[src/rtl/flash_por_regs.vh]
/*
 * Constants for the flash power-on/reset front end: clock rate, start-up
 * waits and reset values.
 * Assumes it is included by its bare name from the rtl/ design files.
 */
`ifndef FLASH_POR_REGS_VH
`define FLASH_POR_REGS_VH

// ==========================================================================
// clock
// ==========================================================================
`define FPOR_CLK_MHZ            200

// ==========================================================================
// start-up waits
// ==========================================================================
// host side wait, kept for reference by the bench
`define FPOR_VCC_TO_SELECT_US   70
`define FPOR_VCC_TO_SELECT_CYC  (`FPOR_VCC_TO_SELECT_US * `FPOR_CLK_MHZ)
// device side delay before a first program or erase, longest time
`define FPOR_PE_DELAY_MS        3
`define FPOR_PE_DELAY_CYC       (`FPOR_PE_DELAY_MS * 1000 * `FPOR_CLK_MHZ)
`define FPOR_PE_CNT_W           20

// ==========================================================================
// reset values and fields
// ==========================================================================
`define FPOR_MODE3_RESET        1'b1
`define FPOR_BYTE_W             8
`define FPOR_BIT_CNT_W          3
`define FPOR_BYTE_MSB           7

`endif

[src/rtl/flash_power_on_reset_state.v]
/*
 * Power-on/reset front end of a serial flash slave interface: mode
 * selection on chip select falling edge, opcode capture, serial output
 * drive control and the program/erase start-up delay.
 * Assumes rst is the internal power-on reset (synchronous, active high),
 * the SPI pins are asynchronous to sys_clk and much slower than it, and a
 * command core on sys_clk consumes the opcode and supplies output bytes.
 */
// Function
// - after power-up or reset the interface runs in SPI mode 3 until a later select edge.
// - after power-up or reset the serial output is released and only driven for output data.
// - an instruction starts only after a high-to-low chip select edge, even the first one.
// - each select falling edge samples the idle clock level, high gives mode 3, low mode 0.
// - while power-on reset is active every operation is off and serial commands are ignored.
// - after power-on reset releases the device enters standby once select is seen high, ready for instructions.
// - a first program or erase waits for an internal delay of at most 3 ms.
`include "flash_por_regs.vh"

module flash_power_on_reset_state #(
    parameter [`FPOR_PE_CNT_W-1:0] PE_DELAY_CYCLES = `FPOR_PE_DELAY_CYC
) (
    input  wire                      sys_clk,
    input  wire                      rst,
    input  wire                      spi_clk_pin,
    input  wire                      chip_select_n_pin,
    input  wire                      serial_in_pin,
    output wire                      serial_output_o,
    output wire                      serial_output_oe,
    input  wire                      output_request,
    input  wire [`FPOR_BYTE_W-1:0]   tx_byte,
    output wire                      tx_load,
    output wire [`FPOR_BYTE_W-1:0]   opcode,
    output wire                      opcode_valid,
    output wire [`FPOR_BYTE_W-1:0]   rx_byte,
    output wire                      rx_valid,
    output wire                      spi_mode3,
    output wire                      selected,
    output wire                      standby,
    output wire                      program_erase_ready
);

    // ======================================================================
    // states
    // ======================================================================
    localparam [1:0] ST_POR     = 2'b00;
    localparam [1:0] ST_STANDBY = 2'b01;
    localparam [1:0] ST_OPCODE  = 2'b10;
    localparam [1:0] ST_DATA    = 2'b11;

    // ======================================================================
    // pin synchronisers
    // ======================================================================
    wire sck_s;
    wire cs_n_s;
    wire si_s;

    pin_sync2 u_sync_sck (
        .sys_clk     (sys_clk),
        .rst         (rst),
        .reset_level (1'b1),
        .pin_in      (spi_clk_pin),
        .pin_sync    (sck_s)
    );

    // select synchroniser resets low: the reset wait only ends on a select
    // level really seen high, never on the flops' own reset value
    pin_sync2 u_sync_cs (
        .sys_clk     (sys_clk),
        .rst         (rst),
        .reset_level (1'b0),
        .pin_in      (chip_select_n_pin),
        .pin_sync    (cs_n_s)
    );

    pin_sync2 u_sync_si (
        .sys_clk     (sys_clk),
        .rst         (rst),
        .reset_level (1'b1),
        .pin_in      (serial_in_pin),
        .pin_sync    (si_s)
    );

    // ======================================================================
    // edge detection
    // ======================================================================
    reg sck_prev_q;
    reg cs_n_prev_q;

    always @(posedge sys_clk) begin
        if (rst) begin
            sck_prev_q  <= 1'b1;
            cs_n_prev_q <= 1'b1;
        end else begin
            sck_prev_q  <= sck_s;
            cs_n_prev_q <= cs_n_s;
        end
    end

    wire sck_rise = sck_s & ~sck_prev_q;
    wire sck_fall = ~sck_s & sck_prev_q;
    // edges seen while still in the reset wait are ignored, so a select
    // held low through reset never counts as a falling edge
    wire cs_fall  = ~cs_n_s & cs_n_prev_q;
    wire cs_rise  = cs_n_s & ~cs_n_prev_q;

    // ======================================================================
    // state machine
    // ======================================================================
    reg [1:0]                  state_q;
    reg [1:0]                  state_d;
    reg                        mode3_q;
    reg [`FPOR_BYTE_W-1:0]     shift_in_q;
    reg [`FPOR_BIT_CNT_W-1:0]  bit_cnt_q;
    reg [`FPOR_BYTE_W-1:0]     opcode_q;
    reg                        opcode_valid_q;
    reg [`FPOR_BYTE_W-1:0]     rx_byte_q;
    reg                        rx_valid_q;
    reg [`FPOR_BYTE_W-1:0]     shift_out_q;
    reg                        tx_armed_q;
    reg                        tx_first_q;
    reg                        tx_load_q;
    reg                        so_q;
    reg                        so_oe_q;
    reg                        standby_q;
    reg                        selected_q;

    wire byte_done = sck_rise & (bit_cnt_q == `FPOR_BYTE_MSB);

    always @* begin
        state_d = state_q;
        case (state_q)
            // leaves reset only once select is seen high
            ST_POR: begin
                if (cs_n_s)
                    state_d = ST_STANDBY;
            end
            ST_STANDBY: begin
                if (cs_fall)
                    state_d = ST_OPCODE;
            end
            ST_OPCODE: begin
                if (cs_rise)
                    state_d = ST_STANDBY;
                else if (byte_done)
                    state_d = ST_DATA;
            end
            ST_DATA: begin
                if (cs_rise)
                    state_d = ST_STANDBY;
            end
            default: state_d = ST_STANDBY;
        endcase
    end

    always @(posedge sys_clk) begin
        if (rst) begin
            state_q <= ST_POR;
        end else begin
            state_q <= state_d;
        end
    end

    wire active = (state_q == ST_OPCODE) | (state_q == ST_DATA);

    // ======================================================================
    // mode selection
    // ======================================================================
    always @(posedge sys_clk) begin
        if (rst) begin
            mode3_q <= `FPOR_MODE3_RESET;
        end else if ((state_q == ST_STANDBY) && cs_fall) begin
            // clock level seen at the select edge is the idle level
            mode3_q <= sck_s;
        end
    end

    // ======================================================================
    // receive path: both modes sample on the rising clock edge
    // ======================================================================
    always @(posedge sys_clk) begin
        if (rst) begin
            shift_in_q     <= {`FPOR_BYTE_W{1'b0}};
            bit_cnt_q      <= {`FPOR_BIT_CNT_W{1'b0}};
            opcode_q       <= {`FPOR_BYTE_W{1'b0}};
            opcode_valid_q <= 1'b0;
            rx_byte_q      <= {`FPOR_BYTE_W{1'b0}};
            rx_valid_q     <= 1'b0;
        end else begin
            opcode_valid_q <= 1'b0;
            rx_valid_q     <= 1'b0;
            if (!active) begin
                // clocks outside a selected frame are dropped
                bit_cnt_q <= {`FPOR_BIT_CNT_W{1'b0}};
            end else if (sck_rise && !cs_n_s) begin
                shift_in_q <= {shift_in_q[`FPOR_BYTE_MSB-1:0], si_s};
                bit_cnt_q  <= bit_cnt_q + 1'b1;
                if (byte_done && state_q == ST_OPCODE) begin
                    opcode_q       <= {shift_in_q[`FPOR_BYTE_MSB-1:0], si_s};
                    opcode_valid_q <= 1'b1;
                end else if (byte_done) begin
                    rx_byte_q  <= {shift_in_q[`FPOR_BYTE_MSB-1:0], si_s};
                    rx_valid_q <= 1'b1;
                end
            end
        end
    end

    // ======================================================================
    // transmit path: data changes on the falling clock edge
    // ======================================================================
    // the core answers output_request in the cycle after opcode_valid; a
    // byte is loaded at each byte boundary while it keeps asking
    always @(posedge sys_clk) begin
        if (rst) begin
            shift_out_q <= {`FPOR_BYTE_W{1'b0}};
            tx_armed_q  <= 1'b0;
            tx_first_q  <= 1'b0;
            tx_load_q   <= 1'b0;
            so_q        <= 1'b0;
            so_oe_q     <= 1'b0;
        end else begin
            tx_load_q <= 1'b0;
            if (state_q != ST_DATA || cs_rise) begin
                tx_armed_q <= 1'b0;
                tx_first_q <= 1'b0;
                so_oe_q    <= 1'b0;
            end else if (!tx_armed_q) begin
                if (output_request && bit_cnt_q == {`FPOR_BIT_CNT_W{1'b0}}) begin
                    shift_out_q <= tx_byte;
                    tx_armed_q  <= 1'b1;
                    tx_first_q  <= 1'b1;
                    tx_load_q   <= 1'b1;
                end
            end else if (sck_fall) begin
                so_q    <= shift_out_q[`FPOR_BYTE_MSB];
                so_oe_q <= 1'b1;
                if (tx_first_q) begin
                    // first fall after a load also sits at bit count zero;
                    // it shows the loaded byte instead of starting another
                    tx_first_q  <= 1'b0;
                    shift_out_q <= {shift_out_q[`FPOR_BYTE_MSB-1:0], 1'b0};
                end else if (bit_cnt_q == {`FPOR_BIT_CNT_W{1'b0}} && !output_request) begin
                    // request dropped: release the pin at the byte boundary
                    so_oe_q    <= 1'b0;
                    tx_armed_q <= 1'b0;
                end else if (bit_cnt_q == {`FPOR_BIT_CNT_W{1'b0}}) begin
                    so_q        <= tx_byte[`FPOR_BYTE_MSB];
                    shift_out_q <= {tx_byte[`FPOR_BYTE_MSB-1:0], 1'b0};
                    tx_load_q   <= 1'b1;
                end else begin
                    shift_out_q <= {shift_out_q[`FPOR_BYTE_MSB-1:0], 1'b0};
                end
            end
        end
    end

    // ======================================================================
    // status and program/erase start-up delay
    // ======================================================================
    reg [`FPOR_PE_CNT_W-1:0] pe_cnt_q;
    reg                      pe_ready_q;

    always @(posedge sys_clk) begin
        if (rst) begin
            pe_cnt_q   <= {`FPOR_PE_CNT_W{1'b0}};
            pe_ready_q <= 1'b0;
            standby_q  <= 1'b0;
            selected_q <= 1'b0;
        end else begin
            // counts from reset release; longest wait, so no extra margin
            if (!pe_ready_q) begin
                pe_cnt_q <= pe_cnt_q + 1'b1;
                if (pe_cnt_q == PE_DELAY_CYCLES - 1'b1)
                    pe_ready_q <= 1'b1;
            end
            standby_q  <= (state_d == ST_STANDBY);
            selected_q <= (state_d == ST_OPCODE) | (state_d == ST_DATA);
        end
    end

    assign serial_output_o     = so_q;
    assign serial_output_oe    = so_oe_q;
    assign tx_load             = tx_load_q;
    assign opcode              = opcode_q;
    assign opcode_valid        = opcode_valid_q;
    assign rx_byte             = rx_byte_q;
    assign rx_valid            = rx_valid_q;
    assign spi_mode3           = mode3_q;
    assign selected            = selected_q;
    assign standby             = standby_q;
    assign program_erase_ready = pe_ready_q;

endmodule // flash_power_on_reset_state

[src/rtl/pin_sync2.v]
/*
 * Two flip-flop synchroniser for one asynchronous pin level.
 * Assumes the input comes from outside the sys_clk domain; only the second
 * stage is visible outside.
 */
module pin_sync2 (
    input  wire sys_clk,
    input  wire rst,
    input  wire reset_level,
    input  wire pin_in,
    output wire pin_sync
);
    reg meta_q;
    reg sync_q;

    // reset value is a constant per instance (tied at the instance)
    always @(posedge sys_clk) begin
        if (rst) begin
            meta_q <= reset_level;
            sync_q <= reset_level;
        end else begin
            meta_q <= pin_in;
            sync_q <= meta_q;
        end
    end

    assign pin_sync = sync_q;
endmodule // pin_sync2

[config.mk]
export PLATFORM = sky130hd
export DESIGN_NAME = flash_power_on_reset_state
export DESIGN_NICKNAME = d
export VERILOG_FILES = /design/src/rtl/flash_power_on_reset_state.v /design/src/rtl/pin_sync2.v
export VERILOG_INCLUDE_DIRS = /design/src /design/src/rtl
export SDC_FILE = /design/constraint.sdc
export NUM_CORES = 1
export LEC_CHECK = 0
export BUFFER_PORTS_ARGS = -buffer_cell sky130_fd_sc_hd__buf_2
export CAP_MARGIN = 25
export CORE_ASPECT_RATIO = 0.9
export CORE_MARGIN = 2
export CORE_UTILIZATION = 40
export CTS_CLUSTER_DIAMETER = 100
export DETAILED_ROUTE_END_ITERATION = 10
export GPL_TIMING_DRIVEN = 1
export PLACE_DENSITY = 0.57
export SLEW_MARGIN = 20
export SYNTH_ARGS = -nofsm -noshare
export SYNTH_HDL_FRONTEND = slang
export SYNTH_SLANG_ARGS = --single-unit
[constraint.sdc]
create_clock -name sys_clk -period 2.1 [get_ports sys_clk]
set_input_delay 0.21 -clock sys_clk [delete_from_list [all_inputs] [get_ports sys_clk]]
set_output_delay 0.21 -clock sys_clk [all_outputs]
set_load 0.01 [all_outputs]
After elaboration in Yosys (flattened, before gate mapping)
Cells that the tools add are included.
- register bits: 75
- latch bits: 0
- RAM bits: 0
- ROM bits: 0
- bits of input ports: 14
- output and inout port bits: 25
- memories: 0
- add/sub/neg operators: 2
- multiply operators: 0
- divide/modulo/power cells: 0
- magnitude comparators: 0
- equal/unequal tests: 11
- shifts and indexed selects: 0
- muxes and demuxes: 32
- bitwise gates (word level): 15
- reduce and logical (&&, ||, !) cells: 22
- operators by type and width (cell ; number):
    $mux 8 ; 6
    $add 20x1->20 const B ; 1
    $eq 20x20->1 const B ; 1
    $mux 1 ; 20
    $mux 2 ; 5
    $eq 2x2->1 const B ; 4
    $not 1->1 ; 8
    $pmux 2 s4 ; 1
    $reduce_and 4->1 ; 2
    $reduce_and 2->1 ; 3
    $reduce_and 3->1 ; 2
    $and 1x1->1 ; 5
    $logic_and 1x1->1 ; 5
    $eq 2x1->1 const B ; 2
    $ne 2x2->1 const B ; 2
    $reduce_or 2->1 ; 2
    $reduce_or 4->1 ; 1
    $add 3x1->3 const B ; 1
    $eq 3x3->1 const B ; 1
    $logic_not 3->1 ; 1
    $ne 3x3->1 const B ; 1
    $reduce_or 3->1 ; 1
    $logic_not 1->1 ; 2
    $logic_not 2->1 ; 1
    3 further kinds ; 4

Longest topological paths before layout
Gate-level depths: netlist of run 1.
- depth after elaboration: 8
- gate-level depth with buffers: 7
- gate-level depth less buffers: 6

Modules after synthesis
Synthesis of run 1 repeated with hierarchy kept, for this count alone.
- cells, all modules: 343
- area, all modules: 3309.4 um^2
- modules (own cells, without submodules) (module ; instances ; cells an instance ; area an instance (um^2)):
    flash_power_on_reset_state ; 1 ; 331 ; 3121.7
    pin_sync2 ; 3 ; 4 ; 62.6

Worst setup path after synthesis of run 1
Ideal clock, no wire load.
- kind: register -> register
- start: register bit_cnt_q[0]
- end: register shift_out_q[1]
- setup time: 0.072 ns
- data arrival time: 1.553 ns
- setup slack: 0.476 ns
- stages on the path, launching flop included: 8
- period minus slack after synthesis: 1.624 ns
- cells stage by stage: dfxtp_1 > inv_1 > ha_1 > or3b_1 > clkbuf_1 > o21ai_2 > a21oi_4 > mux2i_1
- cells in the longest elaborated chain, start to end: 6
- elaborated cells between the ends (all ways): 11
- RTL lines (item ; RTL line ; RTL):
    start: declaration ; flash_power_on_reset_state.v:113 ; reg [`FPOR_BIT_CNT_W-1:0] bit_cnt_q;
    start signal: assignment ; flash_power_on_reset_state.v:183 ; bit_cnt_q <= {`FPOR_BIT_CNT_W{1'b0}};
    start signal: assignment ; flash_power_on_reset_state.v:193 ; bit_cnt_q <= {`FPOR_BIT_CNT_W{1'b0}};
    start signal: assignment ; flash_power_on_reset_state.v:196 ; bit_cnt_q <= bit_cnt_q + 1'b1;
    $logic_not 3->1 * ; flash_power_on_reset_state.v:228, flash_power_on_reset_state.v:242, flash_power_on_reset_state.v:246 ;
    $mux 8 ; flash_power_on_reset_state.v:246 ; end else if (bit_cnt_q == {`FPOR_BIT_CNT_W{1'b0}}) begin
    $mux 8 ; flash_power_on_reset_state.v:242 ; end else if (bit_cnt_q == {`FPOR_BIT_CNT_W{1'b0}} && !output_request) begin
    $mux 8 ; flash_power_on_reset_state.v:237 ; if (tx_first_q) begin
    $mux 8 ; flash_power_on_reset_state.v:234 ; end else if (sck_fall) begin
    $mux 8 ; flash_power_on_reset_state.v:227 ; end else if (!tx_armed_q) begin
    end signal: assignment ; flash_power_on_reset_state.v:229 ; shift_out_q <= tx_byte;
    end signal: assignment ; flash_power_on_reset_state.v:241 ; shift_out_q <= {shift_out_q[`FPOR_BYTE_MSB-1:0], 1'b0};
    end signal: assignment ; flash_power_on_reset_state.v:248 ; shift_out_q <= {tx_byte[`FPOR_BYTE_MSB-1:0], 1'b0};
    end: declaration ; flash_power_on_reset_state.v:118 ; reg [`FPOR_BYTE_W-1:0] shift_out_q;
Mark *: on every way between the ends. The rest lies on a longest branch, timed or not. The select of a mux whose other input is x is not followed.
A chain may end at the register's enable or synchronous reset.

Worst setup path after layout of run 1
- start: register pe_cnt_q[0]
- end: register pe_cnt_q[16]
- cells in the longest elaborated chain, start to end: 1
- RTL lines (item ; RTL line ; RTL):
    start: declaration ; flash_power_on_reset_state.v:260 ; reg [`FPOR_PE_CNT_W-1:0] pe_cnt_q;
    start signal: assignment ; flash_power_on_reset_state.v:265 ; pe_cnt_q <= {`FPOR_PE_CNT_W{1'b0}};
    start signal: assignment ; flash_power_on_reset_state.v:272 ; pe_cnt_q <= pe_cnt_q + 1'b1;
    $add 20x1->20 ; flash_power_on_reset_state.v:272 ;
No other way between the ends.

==> flow_summary.toml, run 1 <==
[setup_path]
worst_ep_required_time_ps = 2340
critPathLaunchType = "register"
cp_max_fo = 7
crit_type = "register to register"
crit_arrival_ps = 2010
endpoint_kind = "register"
r2r_cells = 5

[sta]
finalHoldWorstSlack_ps = 42.9
rsz0062_at_grt = "no"
setup_ws_ps = 330
finalHoldViolations = 0
tns_ps = 0
relSlewSlack = 0.464
post-route-min-period_ps = 1770
fin_crit_sh = 0.843
setup_viol = 0
maxSlewViolCount = 0
fin_skew_ps = 11.7
fmax_ghz = 0.565
tightest_slew_ps = 804

[drt]
drtPass1Iterations = 4
num_vias = 2444
ant_nets = 0
wl_per_cell_um = 12.4
drt_iter0_markers = 60
detail_route.vias_per_cell = 4.96
drc = 0
wirelength_um = 6110

[logic_synthesis]
synth_top_family_by_area = "simple AND/OR/NAND/NOR gates"
synth-seq-cells = 75
syn_area_mm2 = 0.00327
synth_xor_area_frac = 0.0295
ys_types = 58
synth_compound_area_frac = 0.0911
syn-num-nets = 371
syn_area_per_cell_um2 = 9.26
synth_seq_area_share = 0.459
synth-simple-area-share = 0.278
synth.area.mux_share = 0.0884
synthCells = 353
synthAdderAreaFrac = 0.0153
yosys_warnings = 0

[cts]
cts_resized = 0
hold_buffers = 0
cts_tree = "done"
cts_buffers = 9
root_buffer = "clkbuf_8"
cts_buffer_depth = 2
htreeDepth = 3
cts.sinks = 75
post_cts_buffers = 0
clk_pin_slew_ps = 90
clock_latency_ps = 350

[floorplan]
die_area_mm2 = 0.00891
die_w_um = 99.3
rows = 31
io_pins = 39
initial_core_util = 0.409
core_mm2 = 0.00799
die_h_um = 89.8

[run]
drv_cap = 0

[place]
dp.cells = 477
gp_congestion = 0.755
io_buffers = 38
post-place-ws_ps = 330
dpl-instance-area_mm2 = 0.00354
dp_hpwl_um = 4170

[grt]
grt_pass1_wl_um = 10900
grt_max_degree = 50
antenna_found_initial = 0
grt_usage = 0.149
overflow = 0
grt_pass1_vias = 2350

[pwr]
p_comb_frac = 0.042
peakVddDrop_v = 0.000359
p_leak_nw = 1.47
sequentialPowerShare = 0.557
sw_frac_of_total = 0.257
power_mw = 2.61
p_switching_mw = 0.671
p_int_mw = 1.94
power.share.clock = 0.401
powerDensity_mw_per_mm2 = 701

[hold_path]
hp-class = "primary input to register"
hold_depth = 2

[layout]
final_core_util = 0.467
final_nets = 407
finalNonFillerCells = 493
areaGrowthSynthToFinish_pct = 14.1
n_antenna_cell = 0
design_area_mm2 = 0.00373
drive_gt1_frac = 0.221

[outcome]
status = "finished clean"
-- synth_stat cells (all sizes together) --
| cell | n | area (um^2) |
|---|---|---|
| nand2b | 16 | 100 |
| a22oi | 1 | 7.51 |
| or3 | 3 | 20.0 |
| nor2b | 9 | 56.3 |
| a211oi | 1 | 7.51 |
| nand2 | 36 | 135 |
| or3b | 1 | 8.76 |
| nand3b | 3 | 22.5 |
| a311o | 7 | 70.1 |
| xor2 | 2 | 17.5 |
| xnor2 | 9 | 78.8 |
| nand4b | 3 | 47.5 |
| a21oi | 19 | 106 |
| inv | 7 | 26.3 |
| a21boi | 1 | 7.51 |
| and2 | 1 | 6.26 |
| nor4 | 5 | 76.3 |
| nand4 | 3 | 18.8 |
| nor4bb | 1 | 10.0 |
| buf | 7 | 45.0 |
| and4b | 1 | 10.0 |
| nor3 | 8 | 40.0 |
| clkbuf | 14 | 53.8 |
| and4 | 1 | 8.76 |
| o2bb2ai | 1 | 8.76 |
| or4b | 1 | 10.0 |
| or2 | 7 | 43.8 |
| a41oi | 1 | 8.76 |
| and3b | 1 | 8.76 |
| a311oi | 1 | 8.76 |
| o21ai | 6 | 33.8 |
| ha | 4 | 50.1 |
| nor3b | 2 | 20.0 |
| a31oi | 1 | 6.26 |
| nor2 | 53 | 206 |
| mux2 | 4 | 48.8 |
| nand3 | 7 | 45.0 |
| nor4b | 1 | 8.76 |
| o22ai | 1 | 6.26 |
| and3 | 1 | 6.26 |
| dfxtp | 75 | 1500 |
| mux2i | 24 | 240 |
| a31o | 3 | 26.3 |
-- critical path: stages, from the launching register on --
cell,delay (ps)
dfxtp_1,420
ha_1,220
nand3b_1,260
nor4_4,340
nand3_2,120
mux2_4,300
-- kinds of logic (layout without fill, tap and decap cells) --
group | Yosys count | count (layout)
simple gates | 164 | 164
flops | 75 | 75
compound gates | 43 | 43
mux | 28 | 28
buf+inv | 28 | 69
xor+xnor | 11 | 11
fa+ha+maj | 4 | 4
-- flip-flops by register name (all words and copies together) (netlist names), 2 cells and up --
signal,count
bit_cnt_q,3
opcode,8
pe_cnt_q,20
rx_byte,8
shift_in_q,7
shift_out_q,8
state_q,2
-- power by group through the flow --
stage	logic (mW)	registers [mW]	clock network [mW]
after global routing	0.127	1.46	1.15
after global placement	0.112	1.49	0
after CTS	0.112	1.46	1.09
after detailed placement	0.112	1.49	0
after floorplan	0.0807	1.48	0
final	0.110	1.46	1.05
-- metal layers --
layer,vias to the layer above,global-route usage,part of all wire
met5,-,0,0
met1,1116,0.200,0.49
met4,0,0.0445,0.0054
met2,46,0.233,0.45
met3,4,0.0420,0.047
li1,1278,-,-
-- final timing paths --
kind | start | endpoint | slack, ps
worst min-delay path | spi_clk_pin | u_sync_sck.meta_q$_SDFF_PP1_ | 40
worst min register to register | u_sync_sck.meta_q$_SDFF_PP1_ | u_sync_sck.pin_sync$_SDFF_PP1_ | 420
worst max register to register | pe_cnt_q[0]$_SDFFE_PP0N_ | pe_cnt_q[16]$_SDFFE_PP0N_ | 330
worst max-delay path | pe_cnt_q[0]$_SDFFE_PP0N_ | pe_cnt_q[16]$_SDFFE_PP0N_ | 330
-- area by class of cell --
class                   instances  area [um^2]
multi-input cells             250         1640
fillers                       795         4260
flip-flops and latches         75         1500
well taps                      99          124
clock inverters                 7         62.6
inverters                       7         26.3
repair buffers                 46          250
clock buffers                   9          124
-- placed cells by master, fill, tap and decap left out, types with 3 or more instances in the layout --
master and count:
dfxtp_1 75, nor2_1 52, buf_2 38, nand2_1 36, mux2i_1 24, a21oi_1 18
nand2b_1 16, nor2b_1 9, xnor2_1 9, clkbuf_8 9, nor3_1 8, buf_4 8
inv_1 7, or2_2 7, a311o_1 7, o21ai_0 5, nand3_1 5, ha_1 4
inv_6 4, nand3b_1 3, nand4_1 3, nor4_4 3, a31o_2 3
Note: power is estimated with default switching activity, not from simulation.
==> inputs of run 2 (changes only) <==
--- a/config.mk
+++ b/config.mk
@@ -14,7 +14,7 @@
 export CTS_CLUSTER_DIAMETER = 100
 export DETAILED_ROUTE_END_ITERATION = 10
 export GPL_TIMING_DRIVEN = 1
-export PLACE_DENSITY = 0.57
+export PLACE_DENSITY = 0.6
 export SLEW_MARGIN = 20
 export SYNTH_ARGS = -nofsm -noshare
 export SYNTH_HDL_FRONTEND = slang
==> constraint.sdc (replaced) <==
create_clock -name sys_clk -period 1.5 [get_ports sys_clk]
set_input_delay 0.15 -clock sys_clk [delete_from_list [all_inputs] [get_ports sys_clk]]
set_output_delay 0.15 -clock sys_clk [all_outputs]
set_load 0.01 [all_outputs]
==> flow_summary.toml, run 2 (synthesis gave the netlist of run 1 again) <==
[outcome]
status = "finished, violations left"
failed_checks = "negative setup slack"

[drt]
detail_route.vias_per_cell = 4.89
wirelength_um = 6850
wl_per_cell_um = 12.6
drc = 0
num_vias = 2658
ant_nets = 0
drt_iter0_markers = 58
drtPass1Iterations = 4

[sta]
fin_skew_ps = 13.9
relSlewSlack = 0.738
maxSlewViolCount = 0
rsz0062_at_grt = "yes"
finalHoldWorstSlack_ps = 22.1
tns_ps = -450
setup_viol = 18
finalHoldViolations = 0
fin_crit_sh = 1.04
fmax_ghz = 0.643
post-route-min-period_ps = 1560
tightest_slew_ps = 392
setup_ws_ps = -55.2

[setup_path]
worst_ep_required_time_ps = 1720
r2r_slack_ps = -60
timing.rr.start = "pe_cnt_q[1]$_SDFFE_PP0N_"
crit_arrival_ps = 1780
cp_max_fo = 3
crit_type = "register to register"
r2r_end = "pe_cnt_q[19]$_SDFFE_PP0N_"
critPathLaunchType = "register"
r2r_cells = 5
endpoint_kind = "register"

[hold_path]
min_to = "u_sync_cs.meta_q$_SDFF_PP0_"
hold_start = "chip_select_n_pin"
hold_depth = 2
hp-class = "primary input to register"

[grt]
grt_usage = 0.158
antenna_found_initial = 0
grt_pass1_vias = 2594
overflow = 0
grt_max_degree = 49
grt_pass1_wl_um = 11800

[run]
drv_cap = 0

[layout]
areaGrowthSynthToFinish_pct = 37.7
largest_reg_flops = 20
fillers = 703
drive_gt1_frac = 0.389
regArea_mm2 = 0.00153
final_core_util = 0.563
final_nets = 458
final_common_cell = "dfxtp_1"
final_cell_mix = "62 x dfxtp_1, 51 x nor2_1, 40 x buf_4"
multi_input_area_mm2 = 0.00185
largest-register = "pe_cnt_q"
n_antenna_cell = 0
finalNonFillerCells = 544

[pwr]
power_mw = 4.03
p_leak_nw = 1.87
powerDensity_mw_per_mm2 = 894
peakVddDrop_v = 0.000425

[cts]
clock_latency_ps = 340
clk_pin_slew_ps = 80
root_buffer = "clkbuf_8"
cts.sinks = 75
htreeDepth = 3
cts_buffers = 9
cts_buffer_depth = 2
cts_tree = "done"

[place]
io_buffers = 38
dp_hpwl_um = 4480
dp.cells = 514
gp_congestion = 0.744

[floorplan]
initial_core_util = 0.409
die_h_um = 89.8
io_pins = 39
die_w_um = 99.3
rows = 31
core_mm2 = 0.00799
die_area_mm2 = 0.00891
## run 2: cell count changes in the layout (fill, tap and decap cells not counted), moves of 4 or more
| cell | previous run | this run |
|---|---|---|
| dfxtp_4 | 0 | 5 |
| dfxtp_2 | 0 | 8 |
| buf_12 | 0 | 4 |
| ha_1 | 4 | 0 |
| ha_4 | 0 | 4 |
| nor3_1 | 8 | 4 |
| buf_4 | 8 | 40 |
| dfxtp_1 | 75 | 62 |
| buf_6 | 0 | 12 |
## run 2: cell type report
| cell class | instances | share of cell area |
|---|---|---|
| inverters | 7 | 0.00639 |
| well taps | 99 | 0.0275 |
| clock inverters | 7 | 0.0233 |
| flip-flops and latches | 75 | 0.340 |
| repair buffers | 97 | 0.165 |
| clock buffers | 9 | 0.0275 |
| multi-input cells | 250 | 0.411 |
## run 2: where the power goes
group          total, mW  internal, mW  switching, mW
clock               1.78         0.967          0.815
sequential          2.03          2.01         0.0236
combinational      0.212         0.109          0.103
## run 2: how the worst max path moves through the flow
stage	from	endpoint	depth (start not counted)
final	pe_cnt_q[1]$_SDFFE_PP0N_	pe_cnt_q[19]$_SDFFE_PP0N_	5
after global routing	pe_cnt_q[8]$_SDFFE_PP0N_	pe_cnt_q[14]$_SDFFE_PP0N_	8
after CTS	pe_cnt_q[1]$_SDFFE_PP0N_	pe_cnt_q[18]$_SDFFE_PP0N_	6
after detailed placement	bit_cnt_q[1]$_SDFFE_PP0P_	shift_out_q[3]$_SDFFE_PP0P_	7
after global placement	bit_cnt_q[0]$_SDFFE_PP0P_	opcode[5]$_SDFFE_PP0P_	6
after floorplan	bit_cnt_q[1]$_SDFFE_PP0P_	shift_out_q[1]$_SDFFE_PP0P_	7
## run 2: worst max-delay path, stage by stage, from the launching register on
cell	delay (ps)
dfxtp_4	380
buf_6	100
nand4b_4	120
nor4_4	320
and3_4	240
mux2_4	290
## run 2: layer usage
metal / up-vias / track usage / part of all wire
li1: 1381 / - / -
met1: 1235 / 0.202 / 0.48
met2: 36 / 0.265 / 0.48
met3: 6 / 0.0365 / 0.030
met4: 0 / 0.0445 / 0.0099
met5: - / 0 / 0
## run 2: what timing repair did
action                     in CTS  in global routing
setup buffers                   8                  9
hold buffers                    2                  0
setup endpoints to repair      27                 44
pin swaps                      12                 20
hold endpoints to repair        2                  0
gates resized for setup        24                 32
cloned                          1                  0
## run 2: stage by stage
stage	worst slack (ps)	cell area (um^2)
floorplan	-32.9	3360
global route	-164	4500
detailed placement	-96.2	3960
CTS	-70.5	4370
finish	-55.2	4500
global placement	-43.9	3960
